File: src/psitc_consts.svh
`ifndef PSITC_CONSTS_SVH
`define PSITC_CONSTS_SVH

// ****************************************************************
// command codes and pages
// ****************************************************************
`define PSITC_CMD_INPUT      8'h7c
`define PSITC_CMD_TEMP       8'h7d
`define PSITC_CMD_CML        8'h7e
`define PSITC_PAGE_A         8'h00
`define PSITC_PAGE_B         8'h01
`define PSITC_PAGE_ALL       8'hff

// ****************************************************************
// supported-bit masks and reset values
// ****************************************************************
`define PSITC_INPUT_MASK     8'h9f
`define PSITC_TEMP_MASK      8'hc0
`define PSITC_CML_MASK       8'hea
`define PSITC_STATUS_RESET   8'h00

// ****************************************************************
// bit positions
// ****************************************************************
`define PSITC_BIT_BAD_CMD    7
`define PSITC_BIT_BAD_DATA   6

// ****************************************************************
// host wishbone map and fields
// ****************************************************************
`define PSITC_WB_CMD_REG     8'h00
`define PSITC_WB_STAT_REG    8'h04
`define PSITC_FLD_WE         24
`define PSITC_FLD_GO         25
`define PSITC_FLD_CMD        0
`define PSITC_FLD_PAGE       8
`define PSITC_FLD_WDATA      16
`define PSITC_FLD_BUSY       0
`define PSITC_FLD_DONE       1
`define PSITC_FLD_RD_LO      8

`endif

File: src/psitc_pkg.sv
package psitc_pkg;

    typedef enum logic [1:0] {
        PSITC_IDLE = 2'h0,
        PSITC_REQ  = 2'h1
    } psitc_host_e;

    typedef struct packed {
        logic       ack;
        logic [7:0] rdata;
        logic [7:0] inp;
        logic [7:0] temp_a;
        logic [7:0] temp_b;
        logic [7:0] cml;
    } psitc_dev_s;

    typedef struct packed {
        psitc_host_e state;
        logic        req;
        logic        we;
        logic [7:0]  cmd;
        logic [7:0]  page;
        logic [7:0]  wdata;
        logic        done;
        logic [7:0]  last_rd;
        logic        wb_ack;
        logic [31:0] wb_dat;
    } psitc_host_s;

endpackage

File: src/psitc_if.sv
`timescale 1ns/10ps

interface psitc_if;
    logic       req;
    logic       we;
    logic [7:0] cmd;
    logic [7:0] page;
    logic [7:0] wdata;
    logic       ack;
    logic [7:0] rdata;

    modport dev (
        input  req,
        input  we,
        input  cmd,
        input  page,
        input  wdata,
        output ack,
        output rdata
    );

    modport host (
        output req,
        output we,
        output cmd,
        output page,
        output wdata,
        input  ack,
        input  rdata
    );
endinterface

File: src/psitc_dev.sv
`timescale 1ns/10ps
`include "psitc_consts.svh"

module psitc_dev (
    // clock and reset
    input  wire logic       core_clk_in,
    input  wire logic       rstn_in,
    // link to the host
    psitc_if.dev            link,
    // detector event pulses, one per bit position
    input  wire logic [7:0] input_event_in,
    input  wire logic [7:0] temp_a_event_in,
    input  wire logic [7:0] temp_b_event_in,
    input  wire logic [7:0] cml_event_in,
    // latched status, for local fault pins
    output logic      [7:0] input_status_out,
    output logic      [7:0] temp_a_status_out,
    output logic      [7:0] temp_b_status_out,
    output logic      [7:0] cml_status_out
);

    // ****************************************************************
    // helpers
    // ****************************************************************
    // masking both terms keeps unsupported and reserved bits at zero
    function automatic logic [7:0] flag_update(
        input logic [7:0] cur,
        input logic [7:0] clr,
        input logic [7:0] ev,
        input logic [7:0] mask
    );
        flag_update = ((cur & ~clr) | ev) & mask;
    endfunction

    function automatic logic is_page_b(input logic [7:0] page);
        is_page_b = (page == `PSITC_PAGE_B);
    endfunction

    function automatic logic is_page_a(input logic [7:0] page);
        is_page_a = (page == `PSITC_PAGE_A) || (page == `PSITC_PAGE_ALL);
    endfunction

    function automatic logic is_page_all(input logic [7:0] page);
        is_page_all = (page == `PSITC_PAGE_ALL);
    endfunction

    // a write of zeros leaves every flag alone; reads clear nothing
    function automatic logic [7:0] clear_bits(
        input logic       hit,
        input logic       we,
        input logic [7:0] wdata
    );
        clear_bits = `PSITC_STATUS_RESET;
        if (hit && we) begin
            clear_bits = wdata;
        end
    endfunction

    // ****************************************************************
    // state
    // ****************************************************************
    psitc_pkg::psitc_dev_s st;
    psitc_pkg::psitc_dev_s next_st;

    logic       take;
    logic [7:0] rd;
    logic [7:0] clr_in;
    logic [7:0] clr_ta;
    logic [7:0] clr_tb;
    logic [7:0] clr_cml;
    logic       bad_cmd;
    logic       bad_data;
    logic [7:0] own_cml_ev;
    // byte selected by the request being taken
    logic       hit_inp;
    logic       hit_ta;
    logic       hit_tb;
    logic       hit_cml;

    // ****************************************************************
    // transaction decode and flag update
    // ****************************************************************
    always_comb begin
        next_st  = st;
        take     = link.req && !st.ack;
        rd       = `PSITC_STATUS_RESET;
        hit_inp  = 1'b0;
        hit_ta   = 1'b0;
        hit_tb   = 1'b0;
        hit_cml  = 1'b0;
        bad_cmd  = 1'b0;
        bad_data = 1'b0;

        // one byte per request, acked for one cycle; a request still held after the ack is taken again
        next_st.ack = take;

        // ****************************************************************
        // byte select
        // ****************************************************************
        if (!take) begin
            // no request: nothing selected
        end else if (link.cmd == `PSITC_CMD_INPUT) begin
            // no page term: one byte for both channels
            hit_inp = 1'b1;
        end else if (link.cmd == `PSITC_CMD_TEMP) begin
            hit_ta   = is_page_a(link.page);
            hit_tb   = is_page_b(link.page);
            // unknown page: no thermal byte touched, reads zero; bad-data flag set
            bad_data = !hit_ta && !hit_tb;
        end else if (link.cmd == `PSITC_CMD_CML) begin
            // shared like the input byte
            hit_cml = 1'b1;
        end else begin
            bad_cmd = 1'b1;
        end

        // ****************************************************************
        // read mux
        // ****************************************************************
        // page all reads channel A
        if (hit_inp) begin
            rd = st.inp;
        end else if (hit_ta) begin
            rd = st.temp_a;
        end else if (hit_tb) begin
            rd = st.temp_b;
        end else if (hit_cml) begin
            rd = st.cml;
        end
        // the byte stands until the next request is taken
        if (take) begin
            next_st.rdata = rd;
        end

        // ****************************************************************
        // write decode
        // ****************************************************************
        // page all clears both channels
        clr_in  = clear_bits(hit_inp, link.we, link.wdata);
        clr_ta  = clear_bits(hit_ta, link.we, link.wdata);
        clr_tb  = clear_bits(hit_tb || (hit_ta && is_page_all(link.page)),
                             link.we, link.wdata);
        clr_cml = clear_bits(hit_cml, link.we, link.wdata);

        // ****************************************************************
        // flag update
        // ****************************************************************
        // set beats clear, so a fault seen during a clearing write stays
        own_cml_ev = `PSITC_STATUS_RESET;
        own_cml_ev[`PSITC_BIT_BAD_CMD]  = bad_cmd;
        own_cml_ev[`PSITC_BIT_BAD_DATA] = bad_data;

        next_st.inp = flag_update(st.inp, clr_in, input_event_in,
                                  `PSITC_INPUT_MASK);
        next_st.temp_a = flag_update(st.temp_a, clr_ta, temp_a_event_in,
                                     `PSITC_TEMP_MASK);
        next_st.temp_b = flag_update(st.temp_b, clr_tb, temp_b_event_in,
                                     `PSITC_TEMP_MASK);
        next_st.cml = flag_update(st.cml, clr_cml,
                                  cml_event_in | own_cml_ev,
                                  `PSITC_CML_MASK);
    end

    // ****************************************************************
    // registers
    // ****************************************************************
    always_ff @(posedge core_clk_in) begin
        if (!rstn_in) begin
            st <= '0;
        end else begin
            st <= next_st;
        end
    end

    // ****************************************************************
    // outputs
    // ****************************************************************
    assign link.ack          = st.ack;
    assign link.rdata        = st.rdata;
    assign input_status_out  = st.inp;
    assign temp_a_status_out = st.temp_a;
    assign temp_b_status_out = st.temp_b;
    assign cml_status_out    = st.cml;

endmodule

File: src/flat_wrapper.sv
// flat-port wrapper written by rule: the top's interface ports become plain ports
module psitc_dev_flat 
  (core_clk_in, rstn_in, input_event_in, temp_a_event_in, temp_b_event_in, cml_event_in, input_status_out, temp_a_status_out, temp_b_status_out, cml_status_out, link_req, link_we, link_cmd, link_page, link_wdata, link_ack, link_rdata);
  psitc_if link_i ();
  input  wire logic core_clk_in;
  input  wire logic rstn_in;
  input  wire logic [7:0] input_event_in;
  input  wire logic [7:0] temp_a_event_in;
  input  wire logic [7:0] temp_b_event_in;
  input  wire logic [7:0] cml_event_in;
  output logic      [7:0] input_status_out;
  output logic      [7:0] temp_a_status_out;
  output logic      [7:0] temp_b_status_out;
  output logic      [7:0] cml_status_out;
  input wire logic [$bits(link_i.req)-1:0] link_req;
  input wire logic [$bits(link_i.we)-1:0] link_we;
  input wire logic [$bits(link_i.cmd)-1:0] link_cmd;
  input wire logic [$bits(link_i.page)-1:0] link_page;
  input wire logic [$bits(link_i.wdata)-1:0] link_wdata;
  output wire logic [$bits(link_i.ack)-1:0] link_ack;
  output wire logic [$bits(link_i.rdata)-1:0] link_rdata;
  assign link_i.req = link_req;
  assign link_i.we = link_we;
  assign link_i.cmd = link_cmd;
  assign link_i.page = link_page;
  assign link_i.wdata = link_wdata;
  assign link_ack = link_i.ack;
  assign link_rdata = link_i.rdata;
  psitc_dev u_core (.core_clk_in(core_clk_in), .rstn_in(rstn_in), .link(link_i), .input_event_in(input_event_in), .temp_a_event_in(temp_a_event_in), .temp_b_event_in(temp_b_event_in), .cml_event_in(cml_event_in), .input_status_out(input_status_out), .temp_a_status_out(temp_a_status_out), .temp_b_status_out(temp_b_status_out), .cml_status_out(cml_status_out));
endmodule
File: config.mk
export PLATFORM = sky130hd
export DESIGN_NAME = psitc_dev_flat
export DESIGN_NICKNAME = d
export VERILOG_FILES = /design/src/psitc_pkg.sv /design/src/psitc_if.sv /design/src/psitc_dev.sv /design/src/flat_wrapper.sv
export VERILOG_INCLUDE_DIRS = /design/src
export SDC_FILE = /design/constraint.sdc
export NUM_CORES = 1
export LEC_CHECK = 0
export ABC_AREA = 0
export BUFFER_PORTS_ARGS = -buffer_cell sky130_fd_sc_hd__buf_4
export CORE_UTILIZATION = 39
export DETAILED_ROUTE_END_ITERATION = 10
export PLACE_DENSITY_LB_ADDON = 0.1
export SLEW_MARGIN = 0
export SYNTH_ARGS = -nofsm -noshare
export SYNTH_HDL_FRONTEND = slang
export SYNTH_SLANG_ARGS = --single-unit
File: constraint.sdc
create_clock -name core_clk_in -period 1.97 [get_ports core_clk_in]
set_input_delay 0.197 -clock core_clk_in [delete_from_list [all_inputs] [get_ports core_clk_in]]
set_output_delay 0.197 -clock core_clk_in [all_outputs]
set_load 0.01 [all_outputs]
==> key figures, run 1 <==
Status
  – Result of the run: finished clean

Synth
  – Proportion of synthesized flip-flops having asynchronous set or reset: 0%
  – Post-Syn Instances: 140
  – Syn Area/Cell: 9.23 um2
  – EDFF count, synth: 0
  – Post-synth top area share: 37.2%
  – Cell types occupying the most area after synthesis: sky130_fd_sc_hd__dfxtp_1 (37%), sky130_fd_sc_hd__buf_4 (9.9%), sky130_fd_sc_hd__nor4_4 (6.6%), sky130_fd_sc_hd__a21boi_0 (6.4%), sky130_fd_sc_hd__o21a_1 (5.2%)
  – Cell Area, Synth: 1290 um2
  – Distinct cell type count after synthesis: 34
  – Primary FF master, synth: sky130_fd_sc_hd__dfxtp_1
  – Most frequently used cell type in the post-synthesis netlist: sky130_fd_sc_hd__dfxtp_1
  – Sequential cell area fraction in the yosys report: 37.2%
  – Library cell with the largest summed area after synthesis: sky130_fd_sc_hd__dfxtp_1
  – Yosys reg bits: 24
  – YS warnings: 0
  – Top cells by instance count after synthesis: sky130_fd_sc_hd__dfxtp_1 (24), sky130_fd_sc_hd__buf_4 (17), sky130_fd_sc_hd__nor2_1 (12)

Finish
  – Area used by multi-input combinational logic: 706 um2
  – Antenna cell count: 0
  – Area growth from synthesis to layout: 42.5%
  – Final core occ: 59.4%
  – Share of layout cells above drive strength 1: 41.1%
  – Net count reported at finish: 270
  – Fill cell instance count of the final layout: 305
  – Register area: 480 um2

CTS
  – Number of sinks on the clock net: 24
  – Skew-Pair Late Insertion Delay: 0.30 ns
  – Number of hold-repair buffers added at the cts stage: 0
  – Clk pin slew, worst setup/hold paths: 0.13 ns
  – TritonCTS buffer count: 3
  – Root cell of the clock tree: sky130_fd_sc_hd__clkbuf_4
  – Cells resized by post-CTS repair: 0
  – H-tree levels: 1
  – Post-CTS Setup Inserts: 0
  – Deepest clock path buffer count: 2
  – TritonCTS clock tree: built

Timing
  – Crit share post-route: 92.6%
  – Endpoints failing setup: 0
  – Max-slew violation count: 0
  – Maximum operating frequency: 548 MHz
  – Number of failing hold endpoints at the final stage: 0
  – Accumulated negative setup slack: 0 ns
  – Worst setup margin: 0.146 ns
  – Period minus WS final: 1.82 ns
  – Largest clock skew in the final design: 0.00470 ns
  – Setup repair after global routing missed its margin: no

Worst setup path
  – Slowest stage cell on the critical path: sky130_fd_sc_hd__nor4_4
  – Worst setup SP type: register
  – Top cell family by delay on the critical path: simple AND/OR/NAND/NOR gates
  – Top fanout value on the critical path: 6
  – Data arrival time of the worst path: 2.02 ns
  – Worst path most repeated cell: sky130_fd_sc_hd__o21ai_0
  – Nature of the critical path endpoint: register
  – Sequence of cells on the critical path: nand2b_1 -> nor4_4 -> o21ai_0 -> o21ai_0 -> a21oi_1
  – Count of buffer and inverter cells on the critical path: 0
  – WS Path Type: register to register
  – Critical path's largest stage delay: 0.49 ns
  – Required time reported for the critical path endpoint: 2.17 ns

Route
  – Number of antenna-violating nets in the routed design: 0
  – DRT Wirelength: 3.25 mm
  – Remaining DRCs: 0
  – Via density per instance: 4.81
  – Overall via count from detail_route: 1217
  – Post-DR wirelength/cell: 12.8 um
  – Iteration-0 DRC count of the detailed router: 47
  – Router iterations before antenna repair: 4

GRT
  – Initial antenna violation count: 0
  – Remaining global-route overflow: 0
  – Number of global-route vias before repair: 1174
  – Overall routing resource usage: 19.2%
  – Global-route wire length before repair: 5.19 mm
  – Largest net degree at the start of global routing: 15

Floorplan
  – Effective utilization at floorplan: 41.7%
  – Die X-Extent: 59.6 um
  – Die Footprint: 3550 um2
  – Number of ports placed on the die boundary: 101
  – Total core area: 3100 um2
  – Die Height: 59.6 um
  – Core Rows: 20

Placed design
  – Final weighted congestion in routability-driven placement: 0.760
  – Worst slack at placement: 0.192 ns
  – Number of buffers added on ports: 66
  – HPWL after DPL: 2.61 mm

Pwr
  – Power density of the placed cells: 590 nW/um2
  – Highest ir drop seen on vdd: 0.404 mV
  – Lkg Pwr: 0.000834 uW
  – Post-layout power: 1090 uW

Min path
  – Worst min-delay path category: input port to register

Run
  – Number of maximum-capacitance constraint violations: 0
==> cell families after synthesis <==
kind of cell    count (synthesis)  synth area share [%]
buf+inv                        27                  12.9
compound gates                 48                  26.2
flops                          24                  37.2
simple gates                   38                  21.9
other cells                     1                 0.290
mux                             2                  1.55
==> power breakdown <==
group | internal (uW) | leakage [uW] | total, uW | switching, uW
sequential | 509 | 0.000199 | 526 | 16.7
combinational | 113 | 0.000608 | 212 | 99.3
clock | 205 | 0.0000279 | 349 | 143
==> cells in the final DEF, fill, tap and decap left out <==
| master | Yosys | final |
|---|---|---|
| sky130_fd_sc_hd__a211o_2 | 1 | 1 |
| sky130_fd_sc_hd__a211oi_1 | 1 | 1 |
| sky130_fd_sc_hd__a21boi_0 | 11 | 11 |
| sky130_fd_sc_hd__a21oi_1 | 8 | 8 |
| sky130_fd_sc_hd__a22oi_1 | 5 | 5 |
| sky130_fd_sc_hd__a22oi_2 | 1 | 1 |
| sky130_fd_sc_hd__and2_1 | 2 | 2 |
| sky130_fd_sc_hd__buf_4 | 17 | 70 |
| sky130_fd_sc_hd__bufinv_16 | 0 | 1 |
| sky130_fd_sc_hd__clkbuf_4 | 0 | 3 |
| sky130_fd_sc_hd__conb_1 | 1 | 17 |
| sky130_fd_sc_hd__dfxtp_1 | 24 | 24 |
| sky130_fd_sc_hd__inv_1 | 6 | 6 |
| sky130_fd_sc_hd__mux2i_1 | 2 | 2 |
| sky130_fd_sc_hd__nand2_1 | 2 | 2 |
| sky130_fd_sc_hd__nand2b_1 | 5 | 5 |
| sky130_fd_sc_hd__nand3_1 | 2 | 2 |
| sky130_fd_sc_hd__nand4_1 | 2 | 2 |
| sky130_fd_sc_hd__nand4_2 | 1 | 1 |
| sky130_fd_sc_hd__nor2_1 | 12 | 12 |
| sky130_fd_sc_hd__nor3_1 | 2 | 2 |
| sky130_fd_sc_hd__nor3b_1 | 1 | 1 |
| sky130_fd_sc_hd__nor4_2 | 1 | 1 |
| sky130_fd_sc_hd__nor4_4 | 4 | 4 |
| sky130_fd_sc_hd__o21a_1 | 9 | 9 |
| sky130_fd_sc_hd__o21ai_0 | 7 | 7 |
| sky130_fd_sc_hd__o21bai_1 | 1 | 1 |
| sky130_fd_sc_hd__o31a_1 | 2 | 2 |
| sky130_fd_sc_hd__o31ai_2 | 1 | 1 |
| sky130_fd_sc_hd__o32ai_1 | 1 | 1 |
| sky130_fd_sc_hd__or2_2 | 1 | 1 |
| sky130_fd_sc_hd__or3b_4 | 1 | 1 |
| sky130_fd_sc_hd__or4_1 | 1 | 1 |
| sky130_fd_sc_hd__or4_4 | 1 | 1 |
==> registers in the layout, summed over array words and instances, names as in the netlist <==
signal                    count
u_core.cml_status_out         5
u_core.link.ack               1
u_core.temp_a_status_out      2
u_core.link.rdata             8
u_core.temp_b_status_out      2
u_core.input_status_out       6
==> layout make-up <==
cell class,instances,share of cell area (%)
sequential,24,26.1
clock inverter,1,1.63
tap,44,2.99
clock buffer,3,1.22
multi-input combinational,105,38.3
inverter,6,1.22
timing repair buffer,70,28.5
==> final timing paths <==
check | slack [ns] | endpoint | depth (start not counted) | start
max reg2reg | 0.15 | u_core.temp_a_status_out[7] | 5 | u_core.link.ack
min | 0.09 | u_core.cml_status_out[5] | 2 | cml_event_in[5]
min reg2reg | 0.51 | u_core.link.rdata[6] | 2 | u_core.link.rdata[6]
max | 0.15 | u_core.temp_a_status_out[7] | 5 | u_core.link.ack
==> metrics by stage <==
step | hold slack (ns) | cells | instance area (um2)
finish | 0.0852 | 253 | 1840
global route | 0.0559 | 253 | 1840
CTS | 0.0774 | 253 | 1840
detailed placement | 0.411 | 249 | 1790
global placement | 0.404 | 249 | 1790
floorplan | 0.314 | 156 | 1350
==> layer usage <==
| metal | track usage [%] | part of all wire, % | vias to the layer above |
|---|---|---|---|
| li1 | - | - | 610 |
| met1 | 22.6 | 44 | 554 |
| met2 | 35.5 | 50 | 51 |
| met3 | 2.62 | 5.6 | 2 |
| met4 | 5.98 | 0.52 | 0 |
| met5 | 0 | 0 | - |
Power figures use the tool's default switching activity.
==> inputs of run 2 (changes only) <==
- clock period: 1.97 -> 2.08 ns (I/O delays scaled with it)
==> key figures, run 2 (synthesis gave the netlist of run 1 again) <==
Timing
  – Maximum operating frequency: 568 MHz (+3.6%)
  – Number of failing hold endpoints at the final stage: 0 (unchanged)
  – Accumulated negative setup slack: 0 ns (unchanged)
  – Max-slew violation count: 0 (unchanged)
  – Setup repair after global routing missed its margin: no
  – Crit share post-route: 84.6% (-8.0 points)
  – Worst hold slack: 0.0940 ns (+0.00880 ns)
  – Endpoints failing setup: 0 (unchanged)
  – Largest clock skew in the final design: 0.00140 ns (-0.00330 ns)
  – Worst setup margin: 0.320 ns (+0.174 ns)
  – Period minus WS final: 1.76 ns (-0.0639 ns)

CTS
  – Root cell of the clock tree: sky130_fd_sc_hd__clkbuf_4
  – TritonCTS buffer count: 3 (unchanged)
  – Number of hold-repair buffers added at the cts stage: 0 (unchanged)
  – Clk pin slew, worst setup/hold paths: 0.13 ns (about the same)
  – Cells resized by post-CTS repair: 0 (unchanged)
  – Deepest clock path buffer count: 2 (unchanged)
  – Skew-Pair Late Insertion Delay: 0.31 ns (about the same)
  – H-tree levels: 1 (unchanged)
  – TritonCTS clock tree: built
  – Number of sinks on the clock net: 24 (unchanged)
  – Post-CTS Setup Inserts: 0 (unchanged)

Route
  – Router iterations before antenna repair: 3 (-1)
  – Via density per instance: 4.77 (-0.92%)
  – DRT Wirelength: 3.26 mm (+0.40%)
  – Remaining DRCs: 0 (unchanged)
  – Iteration-0 DRC count of the detailed router: 50 (+6.4%)
  – Overall via count from detail_route: 1201 (-1.3%)
  – Post-DR wirelength/cell: 13.0 um (+0.80%)
  – Number of antenna-violating nets in the routed design: 0 (unchanged)

Worst setup path
  – Sequence of cells on the critical path: nand2b_1 -> nor4_4 -> and2_1 -> a21boi_0 -> o31a_1
  – Top fanout value on the critical path: 6 (unchanged)
  – Worst setup SP type: register
  – Slowest stage cell on the critical path: sky130_fd_sc_hd__dfxtp_1
  – Startpoint of the worst register-to-register path: u_core.link.ack
  – Critical path's largest stage delay: 0.34 ns (-0.15 ns)
  – Register-to-Register Setup Slack: 0.32 ns (+0.17 ns)
  – Nature of the critical path endpoint: register
  – Worst setup path start: u_core.link.ack
  – Capture instance of the worst register-to-register path: u_core.cml_status_out[6]
  – Count of buffer and inverter cells on the critical path: 0 (unchanged)
  – WS Path Type: register to register
  – Worst-case reg-to-reg path depth: 5 (unchanged)
  – Data arrival time of the worst path: 1.97 ns (-0.05 ns)
  – Required time reported for the critical path endpoint: 2.29 ns (+0.12 ns)
  – Top cell family by delay on the critical path: simple AND/OR/NAND/NOR gates

Placed design
  – Worst slack at placement: 0.344 ns (+0.153 ns)
  – Final weighted congestion in routability-driven placement: 0.795 (+4.7%)
  – Number of buffers added on ports: 66 (unchanged)
  – HPWL after DPL: 2.60 mm (-0.39%)

GRT
  – Initial antenna violation count: 0 (unchanged)
  – Number of global-route vias before repair: 1153 (-1.8%)
  – Largest net degree at the start of global routing: 14 (-1)
  – Remaining global-route overflow: 0 (unchanged)
  – Global-route wire length before repair: 5.02 mm (-3.2%)
  – Overall routing resource usage: 19.0% (-0.19 points)

Finish
  – Commonest non-fill, non-tap cell in the layout: sky130_fd_sc_hd__buf_4
  – Register area: 480 um2 (unchanged)
  – Leading cell types in the layout, fill and taps excluded: sky130_fd_sc_hd__buf_4 (69), sky130_fd_sc_hd__dfxtp_1 (24), sky130_fd_sc_hd__conb_1 (17)
  – Area growth from synthesis to layout: 40.7%
  – Antenna cell count: 0 (unchanged)
  – Share of layout cells above drive strength 1: 40.9% (-0.28 points)
  – Largest register FFs: 8 (unchanged)
  – Net count reported at finish: 269 (-0.37%)
  – Fill cell instance count of the final layout: 298 (-2.3%)
  – Area used by multi-input combinational logic: 706 um2 (unchanged)

Min path
  – Cell depth of the worst min-delay path: 2 (unchanged)
  – Hold_sp: cml_event_in[5]
  – Destination of the worst hold path: u_core.cml_status_out[5]
  – Worst min-delay path category: input port to register

Pwr
  – Post-layout power: 941 uW (-13%)
  – Highest ir drop seen on vdd: 0.341 mV (-15%)
  – Lkg Pwr: 0.000822 uW (-1.4%)
  – Power density of the placed cells: 518 nW/um2 (-12%)

Floorplan
  – Die Height: 59.6 um (unchanged)
  – Total core area: 3100 um2 (unchanged)
  – Die X-Extent: 59.6 um (unchanged)
  – Number of ports placed on the die boundary: 101 (unchanged)
  – Die Footprint: 3550 um2 (unchanged)
  – Effective utilization at floorplan: 41.7% (unchanged)
  – Core Rows: 20 (unchanged)

Status
  – Result of the run: finished clean

Run
  – Number of maximum-capacitance constraint violations: 0 (unchanged)
run 2: how the worst max path moves through the flow:
stage | depth (start not counted) | slack, ns | to
2_1_floorplan | 5 | 0.43 | u_core.cml_status_out[6]
3_3_place_gp | 5 | 0.37 | u_core.temp_a_status_out[6]
3_5_place_dp | 5 | 0.34 | u_core.cml_status_out[6]
4_1_cts | 5 | 0.32 | u_core.cml_status_out[6]
5_1_grt | 5 | 0.15 | u_core.temp_a_status_out[6]
6_report | 5 | 0.32 | u_core.cml_status_out[6]
run 2: cell type report:
type	count	share of cell area, %
clock buffer	4	2.00
inverter	6	1.24
multi-input combinational	105	38.8
sequential	24	26.4
tap	44	3.03
timing repair buffer	69	28.5
run 2: routing by layer:
metal  vias up  share of wire (%)  GRT usage (%)
li1        612                  -              -
met1       534                 43           22.2
met2        53                 49           34.7
met3         2                7.1           3.49
met4         0               0.52           5.98
met5         -                  0              0
run 2: power breakdown:
part	switching, uW	internal (uW)
Combinational	93.5	105
Sequential	15.5	482
Clock	138	107
run 2: worst register-to-register path: cells and delay by family, from the launching register on:
kind / cells / cell delay [ns]
AO/OA/AOI/OAI: 2 / 0.42
flip-flops: 1 / 0.34
AND/OR/NAND/NOR: 3 / 0.91
run 2: stage by stage:
stage / std cells / utilization (%) / instance area (um2)
final: 252 / 58.6 / 1820
after global routing: 252 / 58.6 / 1820
after CTS: 252 / 58.6 / 1820
after detailed placement: 248 / 57.4 / 1780
after global placement: 248 / 57.4 / 1780
after floorplan: 156 / - / 1350
